### config.mk
export PLATFORM = sky130hd
export DESIGN_NAME = tcaec_timer_channel_ctrl
export DESIGN_NICKNAME = d
export VERILOG_FILES = /design/src/tcaec_timer_channel_ctrl.v
export VERILOG_INCLUDE_DIRS = /design/src
export SDC_FILE = /design/constraint.sdc
export NUM_CORES = 1
export LEC_CHECK = 0
export BUFFER_PORTS_ARGS = -buffer_cell sky130_fd_sc_hd__buf_2
export CAP_MARGIN = 20
export CORE_MARGIN = 8
export CORE_UTILIZATION = 50
export DETAILED_ROUTE_END_ITERATION = 6
export PLACE_DENSITY = 0.77
export SLEW_MARGIN = 25
export SYNTH_ARGS = -nofsm -noshare
export SYNTH_HDL_FRONTEND = slang
export SYNTH_SLANG_ARGS = --single-unit
### constraint.sdc
create_clock -name aclk -period 1.8 [get_ports aclk]
set_input_delay 0.18 -clock aclk [delete_from_list [all_inputs] [get_ports aclk]]
set_output_delay 0.18 -clock aclk [all_outputs]
set_load 0.03 [all_outputs]
### src/tcaec_defines.vh
/*
 * register offsets, field positions and reset values for the timer
 * channel action and edge control block.
 * assumes byte addresses on a 32-bit axi4-lite bus, one register a word.
 */
`ifndef TCAEC_DEFINES_VH
`define TCAEC_DEFINES_VH

// printed offsets are not all multiples of four: kept as indices
`define TCAEC_IDX_ACT_HI 4'h8
`define TCAEC_IDX_EDGE_HI 4'ha
`define TCAEC_IDX_EDGE_LO 4'hb
`define TCAEC_IDX_IRQ_EN 4'hc
`define TCAEC_IDX_ACT_LO 4'h9
`define TCAEC_IDX_SELECT 4'h0
`define TCAEC_IDX_CH7_MASK 4'h1
`define TCAEC_IDX_CH7_DATA 4'h2
`define TCAEC_IDX_PIN_DISC 4'h3
`define TCAEC_IDX_TOGGLE 4'h4
`define TCAEC_IDX_FLAGS 4'h5
`define TCAEC_IDX_STATUS 4'h6

`define TCAEC_RST_BYTE 8'h00
`define TCAEC_RESP_OKAY 2'b00
`define TCAEC_RESP_SLVERR 2'b10

`define TCAEC_EDGE_OFF 2'b00
`define TCAEC_EDGE_RISE 2'b01
`define TCAEC_EDGE_FALL 2'b10
`define TCAEC_EDGE_ANY 2'b11

`define TCAEC_ACT_NONE 2'b00
`define TCAEC_ACT_TOGGLE 2'b01
`define TCAEC_ACT_CLEAR 2'b10
`define TCAEC_ACT_SET 2'b11

`endif

### src/tcaec_timer_channel_ctrl.v
/*
 * per-channel output compare action, channel 7 sharing, input capture
 * edge selection and interrupt gating for an eight-channel timer, with
 * an axi4-lite register slave.
 * assumes the counter and comparators sit outside and pulse the compare
 * match inputs; pins are synchronous to aclk.
 */
// Design decision made here: the AXI4-Lite slave port.
`timescale 1ns/100ps
`default_nettype none
`include "tcaec_defines.vh"

module tcaec_timer_channel_ctrl #(
    parameter NCH = 8
) (
    input wire aclk,
    input wire aresetn,
    input wire [5:0] s_axi_awaddr,
    input wire s_axi_awvalid,
    output wire s_axi_awready,
    input wire [31:0] s_axi_wdata,
    input wire [3:0] s_axi_wstrb,
    input wire s_axi_wvalid,
    output wire s_axi_wready,
    output reg [1:0] s_axi_bresp,
    output reg s_axi_bvalid,
    input wire s_axi_bready,
    input wire [5:0] s_axi_araddr,
    input wire s_axi_arvalid,
    output wire s_axi_arready,
    output reg [31:0] s_axi_rdata,
    output reg [1:0] s_axi_rresp,
    output reg s_axi_rvalid,
    input wire s_axi_rready,
    input wire [NCH-1:0] compare_match,
    input wire [NCH-1:0] counter_overflow,
    input wire [NCH-1:0] channel_pin_in,
    input wire [NCH-1:0] port_data_out,
    input wire [NCH-1:0] port_dir_out,
    output wire [NCH-1:0] channel_pin_out,
    output wire [NCH-1:0] channel_pin_oe,
    output reg [NCH-1:0] capture_event,
    output wire [NCH-1:0] channel_irq
);
    reg [7:0] compare_action_ctrl_hi_reg;
    reg [7:0] compare_action_ctrl_lo_reg;
    reg [7:0] capture_edge_ctrl_hi_reg;
    reg [7:0] capture_edge_ctrl_lo_reg;
    reg [7:0] channel_irq_enable_reg;
    reg [7:0] capture_compare_select_reg;
    reg [7:0] ch7_compare_mask_reg;
    reg [7:0] ch7_compare_data_reg;
    reg [7:0] compare_pin_disconnect_reg;
    reg [7:0] overflow_toggle_reg;
    reg [7:0] channel_flag_reg;
    reg [7:0] compare_channel_output_reg;
    reg [7:0] pin_prev_reg;
    reg [7:0] compare_channel_output_next;
    reg [7:0] channel_flag_next;
    reg [7:0] capture_next;
    reg [7:0] flag_clear;
    reg [15:0] act_pairs;
    reg [15:0] edge_pairs;
    reg [1:0] act;
    reg [1:0] edg;
    reg own_hit;
    reg ch7_hit;
    reg rise;
    reg fall;
    integer i;

    // write channel: address and data latched independently
    reg aw_held_reg;
    reg w_held_reg;
    reg [3:0] aw_idx_reg;
    reg aw_ok_reg;
    reg [7:0] w_byte_reg;
    reg w_lane_reg;
    wire do_write;
    wire [3:0] wr_idx;
    wire wr_ok;
    wire [7:0] wr_byte;
    wire wr_lane;

    assign s_axi_awready = ~aw_held_reg & ~s_axi_bvalid;
    assign s_axi_wready = ~w_held_reg & ~s_axi_bvalid;
    assign wr_idx = aw_held_reg ? aw_idx_reg : s_axi_awaddr[5:2];
    assign wr_ok = aw_held_reg ? aw_ok_reg : (s_axi_awaddr[1:0] == 2'b00);
    assign wr_byte = w_held_reg ? w_byte_reg : s_axi_wdata[7:0];
    assign wr_lane = w_held_reg ? w_lane_reg : s_axi_wstrb[0];
    assign do_write = (aw_held_reg | (s_axi_awvalid & s_axi_awready)) &
                      (w_held_reg | (s_axi_wvalid & s_axi_wready));

    function is_mapped;
        input [3:0] idx;
        begin
            is_mapped = (idx <= `TCAEC_IDX_STATUS) ||
                        (idx >= `TCAEC_IDX_ACT_HI &&
                         idx <= `TCAEC_IDX_IRQ_EN);
        end
    endfunction

    always @(posedge aclk) begin
        if (!aresetn) begin
            aw_held_reg <= 1'b0;
            w_held_reg <= 1'b0;
            aw_idx_reg <= 4'h0;
            aw_ok_reg <= 1'b0;
            w_byte_reg <= `TCAEC_RST_BYTE;
            w_lane_reg <= 1'b0;
            s_axi_bvalid <= 1'b0;
            s_axi_bresp <= `TCAEC_RESP_OKAY;
        end else begin
            if (do_write) begin
                aw_held_reg <= 1'b0;
                w_held_reg <= 1'b0;
                s_axi_bvalid <= 1'b1;
                s_axi_bresp <= (wr_ok && is_mapped(wr_idx)) ?
                               `TCAEC_RESP_OKAY : `TCAEC_RESP_SLVERR;
            end else begin
                if (s_axi_awvalid && s_axi_awready) begin
                    aw_held_reg <= 1'b1;
                    aw_idx_reg <= s_axi_awaddr[5:2];
                    aw_ok_reg <= (s_axi_awaddr[1:0] == 2'b00);
                end
                if (s_axi_wvalid && s_axi_wready) begin
                    w_held_reg <= 1'b1;
                    w_byte_reg <= s_axi_wdata[7:0];
                    w_lane_reg <= s_axi_wstrb[0];
                end
                if (s_axi_bvalid && s_axi_bready)
                    s_axi_bvalid <= 1'b0;
            end
        end
    end

    wire wen;
    assign wen = do_write & wr_ok & wr_lane;

    // control registers, all readable and writable at any time
    always @(posedge aclk) begin
        if (!aresetn) begin
            compare_action_ctrl_hi_reg <= `TCAEC_RST_BYTE;
            compare_action_ctrl_lo_reg <= `TCAEC_RST_BYTE;
            capture_edge_ctrl_hi_reg <= `TCAEC_RST_BYTE;
            capture_edge_ctrl_lo_reg <= `TCAEC_RST_BYTE;
            channel_irq_enable_reg <= `TCAEC_RST_BYTE;
            capture_compare_select_reg <= `TCAEC_RST_BYTE;
            ch7_compare_mask_reg <= `TCAEC_RST_BYTE;
            ch7_compare_data_reg <= `TCAEC_RST_BYTE;
            compare_pin_disconnect_reg <= `TCAEC_RST_BYTE;
            overflow_toggle_reg <= `TCAEC_RST_BYTE;
        end else if (wen) begin
            case (wr_idx)
                `TCAEC_IDX_ACT_HI: compare_action_ctrl_hi_reg <= wr_byte;
                `TCAEC_IDX_ACT_LO: compare_action_ctrl_lo_reg <= wr_byte;
                `TCAEC_IDX_EDGE_HI: capture_edge_ctrl_hi_reg <= wr_byte;
                `TCAEC_IDX_EDGE_LO: capture_edge_ctrl_lo_reg <= wr_byte;
                `TCAEC_IDX_IRQ_EN: channel_irq_enable_reg <= wr_byte;
                `TCAEC_IDX_SELECT: capture_compare_select_reg <= wr_byte;
                `TCAEC_IDX_CH7_MASK: ch7_compare_mask_reg <= wr_byte;
                `TCAEC_IDX_CH7_DATA: ch7_compare_data_reg <= wr_byte;
                `TCAEC_IDX_PIN_DISC: compare_pin_disconnect_reg <= wr_byte;
                `TCAEC_IDX_TOGGLE: overflow_toggle_reg <= wr_byte;
                default: ;
            endcase
        end
    end

    // event vectors seen by the per-channel loop
    wire [NCH-1:0] cmp_event;
    wire [NCH-1:0] ovf_toggle_hit;
    wire [NCH-1:0] capture_mode;
    assign cmp_event = compare_match & capture_compare_select_reg;
    assign ovf_toggle_hit = counter_overflow & overflow_toggle_reg &
                            capture_compare_select_reg;
    assign capture_mode = ~capture_compare_select_reg;

    // own action on own match: a channel masked to ch7 keeps it only
    // while ch7 is masked too; ch7 loses it whenever it is masked
    reg [NCH-1:0] own_allowed;
    integer k;
    always @* begin
        own_allowed = {NCH{1'b0}};
        for (k = 0; k < NCH; k = k + 1) begin
            if (!capture_compare_select_reg[k]) begin
                own_allowed[k] = 1'b0;
            end else if (!ch7_compare_mask_reg[k]) begin
                own_allowed[k] = 1'b1;
            end else if (k == NCH - 1) begin
                own_allowed[k] = 1'b0;
            end else begin
                own_allowed[k] = ch7_compare_mask_reg[NCH-1];
            end
        end
    end

    // ch7 event reaches masked channels only when both are compares
    reg [NCH-1:0] ch7_shared;
    integer n;
    always @* begin
        ch7_shared = {NCH{1'b0}};
        for (n = 0; n < NCH; n = n + 1) begin
            if (capture_compare_select_reg[NCH-1] &&
                capture_compare_select_reg[n] &&
                ch7_compare_mask_reg[n]) begin
                ch7_shared[n] = 1'b1;
            end
        end
    end

    always @* begin
        flag_clear = 8'h00;
        if (wen && wr_idx == `TCAEC_IDX_FLAGS)
            flag_clear = wr_byte;
    end

    // channel compare action, ch7 sharing and capture edges
    always @* begin
        act_pairs = {compare_action_ctrl_hi_reg, compare_action_ctrl_lo_reg};
        edge_pairs = {capture_edge_ctrl_hi_reg, capture_edge_ctrl_lo_reg};
        compare_channel_output_next = compare_channel_output_reg;
        capture_next = 8'h00;
        act = 2'b00;
        edg = 2'b00;
        own_hit = 1'b0;
        ch7_hit = 1'b0;
        rise = 1'b0;
        fall = 1'b0;
        for (i = 0; i < NCH; i = i + 1) begin
            act = act_pairs[2*i +: 2];
            edg = edge_pairs[2*i +: 2];
            // own action and ch7 event, each gated by the sharing masks
            own_hit = cmp_event[i] & own_allowed[i];
            ch7_hit = compare_match[NCH-1] &
                      ch7_shared[i];
            if (own_hit) begin
                case (act)
                    `TCAEC_ACT_NONE: ;
                    `TCAEC_ACT_TOGGLE:
                        compare_channel_output_next[i] =
                            ~compare_channel_output_reg[i];
                    `TCAEC_ACT_CLEAR:
                        compare_channel_output_next[i] = 1'b0;
                    `TCAEC_ACT_SET:
                        compare_channel_output_next[i] = 1'b1;
                    default: ;
                endcase
            end
            // overflow toggle outranks own action, not the ch7 event
            if (ovf_toggle_hit[i])
                compare_channel_output_next[i] =
                    ~compare_channel_output_reg[i];
            if (ch7_hit)
                compare_channel_output_next[i] = ch7_compare_data_reg[i];
            rise = ~pin_prev_reg[i] & channel_pin_in[i];
            fall = pin_prev_reg[i] & ~channel_pin_in[i];
            case (edg)
                `TCAEC_EDGE_OFF: capture_next[i] = 1'b0;
                `TCAEC_EDGE_RISE: capture_next[i] = rise;
                `TCAEC_EDGE_FALL: capture_next[i] = fall;
                `TCAEC_EDGE_ANY: capture_next[i] = rise | fall;
                default: capture_next[i] = 1'b0;
            endcase
            capture_next[i] = capture_next[i] & capture_mode[i];
        end
        // set wins over a software clear in the same cycle
        channel_flag_next = (channel_flag_reg & ~flag_clear) |
                            capture_next |
                            cmp_event;
    end

    always @(posedge aclk) begin
        if (!aresetn) begin
            compare_channel_output_reg <= `TCAEC_RST_BYTE;
            channel_flag_reg <= `TCAEC_RST_BYTE;
            pin_prev_reg <= `TCAEC_RST_BYTE;
            capture_event <= `TCAEC_RST_BYTE;
        end else begin
            compare_channel_output_reg <= compare_channel_output_next;
            channel_flag_reg <= channel_flag_next;
            pin_prev_reg <= channel_pin_in;
            capture_event <= capture_next;
        end
    end

    // pin ownership: compare logic when a compare-mode channel is active or masked and not disconnected, else the port
    // own_active marks a channel whose mode and level pair is not 00
    reg [NCH-1:0] own_active;
    reg [NCH-1:0] cmp_owns;
    integer j;
    always @* begin
        own_active = {NCH{1'b0}};
        cmp_owns = {NCH{1'b0}};
        for (j = 0; j < NCH; j = j + 1) begin
            own_active[j] = |act_pairs[2*j +: 2];
            if (capture_compare_select_reg[j] &&
                (own_active[j] || ch7_compare_mask_reg[j])) begin
                cmp_owns[j] = 1'b1;
            end
            // a set disconnect bit hands the pin back to the port
            if (compare_pin_disconnect_reg[j]) begin
                cmp_owns[j] = 1'b0;
            end
        end
    end
    // unowned pins follow the general-purpose port
    assign channel_pin_out = (cmp_owns & compare_channel_output_next) |
                             (~cmp_owns & port_data_out);
    assign channel_pin_oe = cmp_owns | port_dir_out;
    assign channel_irq = channel_flag_reg & channel_irq_enable_reg;

    // read channel
    wire [3:0] rd_idx;
    assign rd_idx = s_axi_araddr[5:2];
    assign s_axi_arready = ~s_axi_rvalid;
    reg [7:0] rd_byte;
    always @* begin
        case (rd_idx)
            `TCAEC_IDX_ACT_HI: rd_byte = compare_action_ctrl_hi_reg;
            `TCAEC_IDX_ACT_LO: rd_byte = compare_action_ctrl_lo_reg;
            `TCAEC_IDX_EDGE_HI: rd_byte = capture_edge_ctrl_hi_reg;
            `TCAEC_IDX_EDGE_LO: rd_byte = capture_edge_ctrl_lo_reg;
            `TCAEC_IDX_IRQ_EN: rd_byte = channel_irq_enable_reg;
            `TCAEC_IDX_SELECT: rd_byte = capture_compare_select_reg;
            `TCAEC_IDX_CH7_MASK: rd_byte = ch7_compare_mask_reg;
            `TCAEC_IDX_CH7_DATA: rd_byte = ch7_compare_data_reg;
            `TCAEC_IDX_PIN_DISC: rd_byte = compare_pin_disconnect_reg;
            `TCAEC_IDX_TOGGLE: rd_byte = overflow_toggle_reg;
            `TCAEC_IDX_FLAGS: rd_byte = channel_flag_reg;
            `TCAEC_IDX_STATUS: rd_byte = compare_channel_output_reg;
            default: rd_byte = 8'h00;
        endcase
    end

    always @(posedge aclk) begin
        if (!aresetn) begin
            s_axi_rvalid <= 1'b0;
            s_axi_rdata <= 32'h0000_0000;
            s_axi_rresp <= `TCAEC_RESP_OKAY;
        end else if (s_axi_arvalid && s_axi_arready) begin
            s_axi_rvalid <= 1'b1;
            s_axi_rdata <= {24'h00_0000, rd_byte};
            s_axi_rresp <= (s_axi_araddr[1:0] == 2'b00 &&
                            is_mapped(rd_idx)) ?
                           `TCAEC_RESP_OKAY : `TCAEC_RESP_SLVERR;
        end else if (s_axi_rvalid && s_axi_rready) begin
            s_axi_rvalid <= 1'b0;
        end
    end
endmodule // tcaec_timer_channel_ctrl
`default_nettype wire

==> impl_metrics.sql, run 1 <==
INSERT INTO impl_metrics (metric_group, metric, value, unit) VALUES
('status', 'run_status', 'finished, violations left', ''),
('status', 'failing_checks', 'negative setup slack', ''),
('die', 'core.rowCount', '46', ''),
('timing', 'timing_max_transition_violations_final', '0', ''),
('drt', 'drt-initial-drc-count', '1026', ''),
('clocking', 'clock_sink_count', '140', ''),
('critical_path', 'critPathSlowestCell', 'dfxtp_2', ''),
('timing', 'tns', '-3.75', 'ns'),
('place', 'hpwlAfterDp', '19700', 'um'),
('global_routing', 'track_usage', '28.0', '%'),
('synthesis', 'synth_top_area_cell', 'dfxtp_1', ''),
('drt', 'postRouteWirelength', '30000', 'um'),
('timing', 'tightest_slew', '0.630', 'ns'),
('synthesis', 'synth_fa_ha_area_share', '2.62', '%'),
('place', 'gpl.final_weighted_congestion', '1.02', ''),
('critical_path', 'setup.worst_path.start_class', 'register', ''),
('timing', 'timing.fmax', '508', 'MHz'),
('place', 'placement.setup.worst_slack', '-0.186', 'ns'),
('drt', 'dr.pass1.iters', '5', ''),
('die', 'i_o_pins', '168', ''),
('power', 'cellPowerDensity', '738', 'nW/um^2'),
('drt', 'final_antenna_net_count', '0', ''),
('power', 'worst_ir_drop_vdd', '0.708', 'mV'),
('clocking', 'cts-buffers-inserted', '17', ''),
('timing', 'rsz0062_at_grt', 'true', ''),
('timing', 'timing_hold_violations_final', '0', ''),
('synthesis', 'synthSimpleGateAreaFrac', '24.2', '%'),
('synthesis', 'compound_cell_area_share_of_the_yosys_netlist', '19.3', '%'),
('critical_path', 'crit_path_cell_trace', 'buf_6, nor2b_2, o311a_1, a211oi_2, o22ai_1, buf_4', ''),
('synthesis', 'synth_top_area_share', '34.9', '%'),
('timing', 'timing.final.crit_period', '1.97', 'ns'),
('synthesis', 'synth_edf_count', '0', ''),
('critical_path', 'cp_data_required_time', '1.62', 'ns'),
('timing', 'slew_headroom', '57.9', '%'),
('clocking', 'h_tree_levels', '4', ''),
('clocking', 'ctsLongestPathBuffers', '2', ''),
('die', 'die_area', '20300', 'sq um'),
('clocking', 'clkSlewWorstSetupHoldPaths', '0.06', 'ns'),
('critical_path', 'critical_path.top_delay_family', 'compound AO/OA/AOI/OAI gates', ''),
('critical_path', 'crit_fanout', '6', ''),
('synthesis', 'netlist_instances', '916', ''),
('global_routing', 'first_global_vias', '8137', ''),
('synthesis', 'yosysSeqAreaShare', '34.9', '%'),
('drt', 'drc', '0', ''),
('die', 'die_height', '143', 'um'),
('run', 'drv_cap', '0', ''),
('final_layout', 'syn2layout_area_growth', '36.9', '%'),
('critical_path', 'cp_data_arrival_time', '1.79', 'ns'),
('critical_path', 'setup.worst_path.end_class', 'output pin', ''),
('timing', 'layout_setup_ws', '-0.169', 'ns'),
('global_routing', 'grt_pass1_wl', '43900', 'um'),
('critical_path', 'worst_path_largest_cell_delay', '0.35', 'ns'),
('hold_path', 'timing.hold.worst.class', 'primary input to register', ''),
('die', 'coreArea', '15800', 'sq um'),
('synthesis', 'synth_flop_cell', 'dfxtp_1', ''),
('synthesis', 'synth.lib_cells_used.distinct', '71', ''),
('critical_path', 'setup.worst_path.class', 'register to output pin', ''),
('final_layout', 'postLayoutCoreUtil', '69.6', '%'),
('timing', 'setup_viol', '42', ''),
('critical_path', 'critPathBufInv', '2', ''),
('clocking', 'cts-root-buf', 'clkbuf_16', ''),
('power', 'p_leak', '4.59', 'nW'),
('die', 'die_width', '143', 'um'),
('global_routing', 'grt_antenna_before_repair', '0', ''),
('place', 'port-buffer-count', '114', ''),
('global_routing', 'overflow', '0', ''),
('synthesis', 'syn-mean-instance-area', '8.76', 'sq um'),
('die', 'start_util', '50.9', '%'),
('drt', 'route.vias.total', '8204', ''),
('global_routing', 'grt_max_degree', '30', ''),
('timing', 'hold-worst-slack', '0.00198', 'ns');
[cell type report]
cell class / instances / area [sq um] / area share, %
multi-input combinational: 688 / 5440 / 49.6
tap: 216 / 270 / 2.46
clock buffer: 20 / 467 / 4.25
inverter: 33 / 124 / 1.13
sequential: 140 / 2850 / 25.9
clock inverter: 11 / 143 / 1.30
timing repair buffer: 226 / 1680 / 15.3
[through the flow]
step	instance area, sq um	std cells	power (mW)
final	11000	1334	8.10
after detailed placement	9350	1285	4.32
after CTS	10400	1332	7.96
after global routing	11000	1334	8.34
after global placement	9350	1285	4.30
after floorplan	8150	941	3.95
[synth_stat cells, types with 12 or more instances]
library cell,n
a211oi_1,13
and2_1,14
nor2_1,54
inv_1,32
nand2_1,111
dfxtp_1,140
mux2i_1,77
or2_2,15
clkbuf_1,35
a21oi_1,23
mux2_2,12
buf_4,29
nor3b_1,13
o21ai_0,14
nand3_1,20
nand2b_1,39
ha_1,16
nor2b_1,28
o221a_2,32
nor3_1,21
[what timing repair did]
item	in CTS	in global routing
setup buffers	13	2
setup endpoints to repair	68	74
pin swaps	20	13
cloned	1	1
gates resized for setup	87	88
hold buffers	2	0
endpoints found under the hold margin	2	0
[cell usage in the layout, fill, tap and decap left out, drive strengths merged, types with 16 or more instances in the layout]
master / synthesis / routed
buf: 44 / 223
or2: 16 / 16
clkbuf: 36 / 21
nor2b: 28 / 28
mux2i: 77 / 77
nand2: 111 / 111
nor3: 29 / 29
nand2b: 39 / 39
inv: 33 / 33
ha: 16 / 16
dfxtp: 140 / 140
o221a: 32 / 32
a21oi: 23 / 23
conb: 1 / 26
nor2: 54 / 54
nand3: 20 / 20
[report_power, final]
group          total (mW)  internal, mW  switching, mW
sequential           3.19          3.14         0.0482
combinational        1.24         0.454          0.788
clock                3.66          2.27           1.39
total                8.10          5.87           2.23
[logic make-up (layout without fill, tap and decap cells)]
group	after synthesis	after routing
mux	92	92
buf+inv	113	290
compound gates	190	190
flops	140	140
fa+ha+maj	17	17
simple gates	363	363
other cells	1	26
[worst paths after layout]
check,startpoint,to,slack [ns],depth (start not counted)
max reg2reg,aw_held_reg$_SDFFE_PP0P_,capture_edge_ctrl_lo_reg[2]$_SDFFE_PN0P_,-0.11,5
min,s_axi_bready,s_axi_bvalid$_SDFFE_PN0P_,0.002,3
max,ch7_compare_mask_reg[7]$_SDFFE_PN0P_,channel_pin_out[4],-0.17,6
min reg2reg,s_axi_rresp[1]$_SDFFE_PN0P_,s_axi_rresp[1]$_SDFFE_PN0P_,0.47,2
[worst reg2reg max path, delay by kind of cell (launching register included)]
family / cells / cell delay [ns]
and+or+nand+nor: 3 / 1.05
DFF: 1 / 0.36
AOI/OAI and AO/OA: 1 / 0.22
buffers and inverters: 1 / 0.17
[metal layers]
| metal | wire length (um) | up-vias | GRT usage, % |
|---|---|---|---|
| li1 | - | 3669 | - |
| met5 | 0 | - | 0 |
| met2 | 14000 | 541 | 44.1 |
| met1 | 11400 | 3861 | 33.6 |
| met3 | 2900 | 133 | 7.61 |
| met4 | 1740 | 0 | 16.4 |
Power figures use the tool's default switching activity.
==> run 2: changes to the inputs <==
- CORE_UTILIZATION: 50 -> 60
- PLACE_DENSITY: 0.77 -> 0.86
- RECOVER_POWER: default -> 100
- clock period: 1.8 -> 2.4 ns (I/O delays scaled with it)
==> run 2 against run 1 <==
  * The run ends with max-capacitance violations, max-slew violations left
  * Combinational power fell by 40%
  * Die area fell by 15%
  * Global-route usage rose by 1.4 points
  * Largest power group is now registers
  * Worst setup slack improved by 0.26 ns
==> impl_metrics.sql, run 2 (synthesis results as in run 1) <==
INSERT INTO impl_metrics (metric_group, metric, value, unit) VALUES
('final_layout', 'syn2layout_area_growth', '14.6', '%'),
('die', 'die_height', '132', 'um'),
('die', 'start_util', '61.0', '%'),
('drt', 'drt-initial-drc-count', '1230', ''),
('drt', 'drc', '0', ''),
('drt', 'postRouteWirelength', '26300', 'um'),
('status', 'failing_checks', 'max-capacitance violations, max-slew violations', ''),
('clocking', 'tritoncts', 'built', ''),
('clocking', 'clock_sink_count', '140', ''),
('global_routing', 'first_global_vias', '7630', ''),
('drt', 'dr.pass1.iters', '7', ''),
('place', 'hpwlAfterDp', '18700', 'um'),
('power', 'p_int', '4.02', 'mW'),
('hold_path', 'holdPathStages', '3', ''),
('power', 'cellPowerDensity', '601', 'nW/um^2'),
('power', 'p_sw_share', '27.2', '%'),
('global_routing', 'grt_antenna_before_repair', '2', ''),
('drt', 'wl_per_cell', '21.7', 'um'),
('final_layout', 'final_instance_count_without_filler_cells', '1212', ''),
('place', 'gpl.final_weighted_congestion', '0.976', ''),
('global_routing', 'track_usage', '29.4', '%'),
('critical_path', 'cp_data_required_time', '2.16', 'ns'),
('hold_path', 'timing.hold.worst.class', 'primary input to register', ''),
('die', 'core.rowCount', '42', ''),
('timing', 'tns', '0', 'ns'),
('die', 'i_o_pins', '168', ''),
('power', 'clockPowerShare', '43.2', '%'),
('critical_path', 'cp_data_arrival_time', '2.07', 'ns'),
('final_layout', 'highest_count_cells_in_the_layout_ignoring_fill_and_taps', 'dfxtp_1 (134), nand2_1 (111), mux2i_1 (77)', ''),
('critical_path', 'regToRegEndpoint', 'compare_pin_disconnect_reg[7]$_SDFFE_PN0P_', ''),
('power', 'p_leak', '3.63', 'nW'),
('critical_path', 'crit_fanout', '10', ''),
('clocking', 'post-cts-setup-buffer-count', '0', ''),
('status', 'run_status', 'finished, violations left', ''),
('die', 'die_area', '17300', 'sq um'),
('critical_path', 'r2r.worst_path.cells', '5', ''),
('place', 'dp_cells', '1183', ''),
('place', 'port-buffer-count', '114', ''),
('drt', 'final_antenna_net_count', '0', ''),
('clocking', 'cts-hold-fix-buffers', '0', ''),
('power', 'power_frac_comb', '13.4', '%'),
('timing', 'slew_headroom', '-19.1', '%'),
('final_layout', 'multiInputGateArea', '4760', 'sq um'),
('timing', 'tightest_slew', '1.79', 'ns'),
('drt', 'post_drt_via_cell_ratio', '6.54', ''),
('clocking', 'ctsLongestPathBuffers', '2', ''),
('hold_path', 'holdPathEnd', 'w_byte_reg[4]$_SDFFE_PN0P_', ''),
('clocking', 'clk-insertion-delay-late', '0.43', 'ns'),
('power', 'sequentialPowerShare', '43.4', '%'),
('power', 'power.total', '5.52', 'mW'),
('critical_path', 'regToRegSetupSlack', '0.10', 'ns'),
('power', 'p_switching', '1.50', 'mW'),
('die', 'coreArea', '13100', 'sq um'),
('clocking', 'clkSlewWorstSetupHoldPaths', '0.06', 'ns'),
('critical_path', 'crit-reg2reg-launch', 'w_held_reg$_SDFFE_PP0P_', ''),
('timing', 'timing.final.crit_period', '2.31', 'ns'),
('critical_path', 'setup.worst_path.start_class', 'register', ''),
('final_layout', 'seq_area', '2810', 'sq um'),
('die', 'die_width', '132', 'um'),
('clocking', 'cts-root-buf', 'clkbuf_16', ''),
('hold_path', 'hold_path.startpoint', 's_axi_wdata[4]', ''),
('timing', 'timing_max_transition_violations_final', '37', ''),
('final_layout', 'final_common_cell', 'dfxtp_1', ''),
('timing', 'setup_viol', '0', ''),
('timing', 'rsz0062_at_grt', 'false', ''),
('clocking', 'cts-buffers-inserted', '17', ''),
('global_routing', 'grt_pass1_wl', '41100', 'um'),
('power', 'worst_ir_drop_vdd', '0.459', 'mV'),
('timing', 'finalCritPeriodShare', '96.3', '%'),
('final_layout', 'post_route_cells_drive_above_1_share', '20.8', '%'),
('final_layout', 'filler_cells_inserted', '1023', ''),
('global_routing', 'grt_max_degree', '76', ''),
('critical_path', 'setup.worst_path.end_class', 'output pin', ''),
('global_routing', 'overflow', '0', ''),
('drt', 'route.vias.total', '7932', ''),
('timing', 'timing_hold_violations_final', '0', ''),
('timing', 'hold-worst-slack', '0.0624', 'ns'),
('clocking', 'h_tree_levels', '4', ''),
('critical_path', 'setup.worst_path.class', 'register to output pin', ''),
('timing', 'fin_skew', '0.00692', 'ns'),
('final_layout', 'finish.net_count', '1137', ''),
('run', 'drv_cap', '1', ''),
('timing', 'timing.fmax', '433', 'MHz');
-- run 2: cell types whose count changed in the layout (fill, tap and decap cells not counted), sizes merged --
cell,previous run,this run
dlygate4sd3,2,0
buf,223,94
diode,0,1
clkbuf,21,78
bufinv,3,0
clkinvlp,2,0
clkinv,6,2
-- run 2: critical path, cell delays in order, from the launching register on --
cell,delay [ns]
dfxtp_1,0.56
nand2_1,0.13
o311a_1,0.35
a211oi_1,0.28
o22ai_1,0.13
buf_2,0.19
-- run 2: final cells by class --
cell class / instances / area share, %
Antenna cell: 1 / 0.0272
Clock buffer: 26 / 5.54
Clock inverter: 2 / 0.109
Inverter: 33 / 1.35
Multi-Input combinational cell: 688 / 51.8
Sequential cell: 140 / 30.6
Tap cell: 176 / 2.40
Timing Repair Buffer: 146 / 8.21
-- run 2: stage by stage --
stage	worst slack (ns)	utilization, %	area (sq um)
floorplan	0.507	-	8110
global placement	0.220	66.5	8730
detailed placement	0.183	66.5	8740
CTS	0.0235	70.5	9260
global route	0.00416	70.0	9190
finish	0.0883	70.0	9190
-- run 2: how the worst max path moves through the flow --
stage,start,endpoint,slack (ns),depth (start not counted)
3_3_place_gp,aw_held_reg$_SDFFE_PP0P_,capture_edge_ctrl_lo_reg[0]$_SDFFE_PN0P_,0.22,4
6_report,capture_compare_select_reg[1]$_SDFFE_PN0P_,channel_pin_out[1],0.09,5
3_5_place_dp,aw_held_reg$_SDFFE_PP0P_,capture_edge_ctrl_hi_reg[4]$_SDFFE_PN0P_,0.18,5
2_1_floorplan,aw_held_reg$_SDFFE_PP0P_,capture_edge_ctrl_lo_reg[4]$_SDFFE_PN0P_,0.51,6
4_1_cts,capture_compare_select_reg[3]$_SDFFE_PN0P_,channel_pin_out[3],0.02,5
5_1_grt,capture_compare_select_reg[1]$_SDFFE_PN0P_,channel_pin_out[1],0.004,5
-- run 2: what timing repair did --
item	CTS	global route
setup endpoints to repair	3	6
resized for setup	1	6
pin swaps	0	0
-- run 2: power groups by stage --
stage	Combinational, mW	Clock [mW]	Sequential, mW
final	0.741	2.38	2.40
after global placement	0.710	0	2.44
after CTS	0.731	2.38	2.39
after floorplan	0.506	0	2.45
after global routing	0.783	2.48	2.40
after detailed placement	0.727	0	2.44
-- run 2: metal layers --
metal	track usage [%]	vias up	share of wire [%]	routed length [um]
met1	36.3	3659	38	10100
met2	44.3	615	44	11500
met5	0	-	0	0
met3	8.42	150	13	3320
li1	-	3508	-	-
met4	18.1	0	5.7	1490
==> run 3: changes to the inputs <==
- PLACE_DENSITY: 0.86 -> default
- PLACE_DENSITY_LB_ADDON: default -> 0.12
==> run 3 against run 2 <==
  * The run now ends clean
  * Fmax grew 1.0%
  * Count of clock-buffer cells in the layout shrank 1
  * Wire length decreased by 5.1%
  * Critical endpoint is now channel_pin_out[6]
  * Highest routed layer unchanged
==> impl_metrics.sql, run 3 (synthesis results as in run 1) <==
INSERT INTO impl_metrics (metric_group, metric, value, unit) VALUES
('hold_path', 'holdPathEnd', 'w_byte_reg[7]$_SDFFE_PN0P_', ''),
('drt', 'metal_1_wl', '10200', 'um'),
('timing', 'setup_viol', '0', ''),
('place', 'port-buffer-count', '114', ''),
('drt', 'final_antenna_net_count', '0', ''),
('clocking', 'post-cts-setup-buffer-count', '0', ''),
('timing', 'finalCritPeriodShare', '95.3', '%'),
('critical_path', 'regToRegSetupSlack', '0.13', 'ns'),
('hold_path', 'timing.hold.worst.class', 'primary input to register', ''),
('power', 'p_leak', '3.65', 'nW'),
('clocking', 'ctsLongestPathBuffers', '2', ''),
('drt', 'met3RoutedLength', '2380', 'um'),
('final_layout', 'highest_count_cells_in_the_layout_ignoring_fill_and_taps', 'dfxtp_1 (136), nand2_1 (111), mux2i_1 (77), buf_2 (77), nor2_1 (54)', ''),
('final_layout', 'post_route_cells_drive_above_1_share', '20.8', '%'),
('status', 'run_status', 'completed', ''),
('timing', 'timing_max_transition_violations_final', '0', ''),
('critical_path', 'critPathBufInv', '1', ''),
('final_layout', 'multiInputGateArea', '4760', 'sq um'),
('timing', 'tightest_slew', '1.44', 'ns'),
('clocking', 'h_tree_levels', '4', ''),
('final_layout', 'finish.net_count', '1135', ''),
('drt', 'drt-initial-drc-count', '908', ''),
('drt', 'drc', '0', ''),
('critical_path', 'crit-reg2reg-launch', 'w_held_reg$_SDFFE_PP0P_', ''),
('final_layout', 'final_common_cell', 'dfxtp_1', ''),
('critical_path', 'worst_path_largest_cell_delay', '0.45', 'ns'),
('hold_path', 'holdPathStages', '3', ''),
('clocking', 'clkSlewWorstSetupHoldPaths', '0.06', 'ns'),
('place', 'dp_cells', '1181', ''),
('drt', 'wl_per_cell', '20.6', 'um'),
('critical_path', 'setup.worst_path.end_class', 'output pin', ''),
('clocking', 'cts-root-buf', 'clkbuf_16', ''),
('die', 'coreArea', '13100', 'sq um'),
('final_layout', 'num_antenna_cells', '0', ''),
('drt', 'post_drt_via_cell_ratio', '6.26', ''),
('global_routing', 'grt_max_degree', '72', ''),
('drt', 'route.vias.total', '7587', ''),
('final_layout', 'seq_area', '2810', 'sq um'),
('power', 'worst_ir_drop_vdd', '0.534', 'mV'),
('die', 'i_o_pins', '168', ''),
('clocking', 'clock_sink_count', '140', ''),
('clocking', 'tritoncts', 'built', ''),
('clocking', 'cts-buffers-inserted', '17', ''),
('die', 'core.rowCount', '42', ''),
('timing', 'fin_skew', '0.00849', 'ns'),
('timing', 'timing_hold_violations_final', '0', ''),
('timing', 'hold-worst-slack', '0.0589', 'ns'),
('die', 'die_height', '132', 'um'),
('critical_path', 'critical_path.top_delay_family', 'compound AO/OA/AOI/OAI gates', ''),
('critical_path', 'r2r.worst_path.cells', '4', ''),
('timing', 'timing.fmax', '437', 'MHz'),
('timing', 'rsz0062_at_grt', 'true', ''),
('critical_path', 'critPathSlowestCell', 'dfxtp_1', ''),
('die', 'die_width', '132', 'um'),
('place', 'gpl.final_weighted_congestion', '0.966', ''),
('clocking', 'cts-hold-fix-buffers', '0', ''),
('global_routing', 'track_usage', '28.4', '%'),
('hold_path', 'hold_path.startpoint', 's_axi_wdata[7]', ''),
('drt', 'postRouteWirelength', '25000', 'um'),
('critical_path', 'setup.worst_path.start_class', 'register', ''),
('critical_path', 'crit_path_cell_trace', 'nor2_1, o311a_1, a211oi_1, o22ai_1, buf_2', ''),
('final_layout', 'filler_cells_inserted', '1130', ''),
('global_routing', 'grt_antenna_before_repair', '0', ''),
('run', 'drv_cap', '0', ''),
('timing', 'slew_headroom', '3.67', '%'),
('global_routing', 'overflow', '0', ''),
('power', 'cellPowerDensity', '620', 'nW/um^2'),
('critical_path', 'regToRegEndpoint', 'capture_edge_ctrl_lo_reg[6]$_SDFFE_PN0P_', ''),
('global_routing', 'grt_pass1_wl', '39200', 'um'),
('place', 'hpwlAfterDp', '17900', 'um'),
('drt', 'top_layer_used_by_detailed_routing', 'met4', ''),
('timing', 'tns', '0', 'ns'),
('final_layout', 'syn2layout_area_growth', '15.3', '%'),
('critical_path', 'setup.worst_path.class', 'register to output pin', ''),
('critical_path', 'cp_data_arrival_time', '2.05', 'ns'),
('critical_path', 'cp_data_required_time', '2.16', 'ns'),
('global_routing', 'first_global_vias', '7271', ''),
('final_layout', 'postLayoutCoreUtil', '70.4', '%'),
('die', 'die_area', '17300', 'sq um'),
('clocking', 'clk-insertion-delay-late', '0.43', 'ns'),
('drt', 'dr.pass1.iters', '5', ''),
('timing', 'timing.final.crit_period', '2.29', 'ns'),
('die', 'start_util', '61.0', '%'),
('final_layout', 'final_instance_count_without_filler_cells', '1212', ''),
('drt', 'dr_wl_met2', '11100', 'um'),
('critical_path', 'crit_fanout', '5', '');
==> run 3: timing repair <==
| item | 4_1_cts | 5_1_grt |
|---|---|---|
| endpoints found under the setup margin | 1 | 11 |
| cloned | 0 | 0 |
| resized for setup | 1 | 4 |
==> run 3: report_power, final <==
group | internal, mW | switching [mW] | total [mW]
registers | 2.36 | 0.0374 | 2.40
logic | 0.223 | 0.495 | 0.719
clock network | 1.63 | 0.989 | 2.62
==> run 3: how the worst max path moves through the flow <==
stage	from	endpoint	slack (ns)	cells after the start
2_1_floorplan	aw_held_reg$_SDFFE_PP0P_	capture_edge_ctrl_lo_reg[4]$_SDFFE_PN0P_	0.51	6
3_3_place_gp	aw_held_reg$_SDFFE_PP0P_	capture_edge_ctrl_hi_reg[0]$_SDFFE_PN0P_	0.24	4
3_5_place_dp	aw_held_reg$_SDFFE_PP0P_	capture_edge_ctrl_hi_reg[7]$_SDFFE_PN0P_	0.17	4
4_1_cts	capture_compare_select_reg[2]$_SDFFE_PN0P_	channel_pin_out[2]	0.03	5
5_1_grt	w_held_reg$_SDFFE_PP0P_	capture_edge_ctrl_lo_reg[1]$_SDFFE_PN0P_	-0.02	4
6_report	compare_action_ctrl_hi_reg[5]$_SDFFE_PN0P_	channel_pin_out[6]	0.11	5
==> run 3: worst reg2reg max path, cell delays in order (launching register included) <==
cell and delay (ns):
dfxtp_1 0.51, mux2_1 0.21, o221ai_2 0.29, nor4b_2 0.89, o221a_2 0.32
==> run 3: layout make-up <==
class | count | share of cell area (%)
multi-input cells | 688 | 51.5
flip-flops and latches | 140 | 30.4
repair buffers | 144 | 8.09
clock buffers | 25 | 5.36
well taps | 176 | 2.38
inverters | 33 | 1.34
clock inverters | 6 | 0.920
==> run 3: metrics by stage <==
stage,area (sq um),power [mW],setup WS (ns)
after detailed placement,8720,3.16,0.171
final,9250,5.74,0.112
after CTS,9300,5.75,0.0341
after global placement,8720,3.15,0.243
after global routing,9250,5.93,-0.0154
after floorplan,8110,2.96,0.507
==> run 3: per-layer routing <==
metal  vias to the layer above  global-route usage [%]
met4                         0                    17.0
met2                       392                    44.1
met5                         -                       0
met3                        93                    8.23
met1                      3594                    34.2
li1                       3508                       -
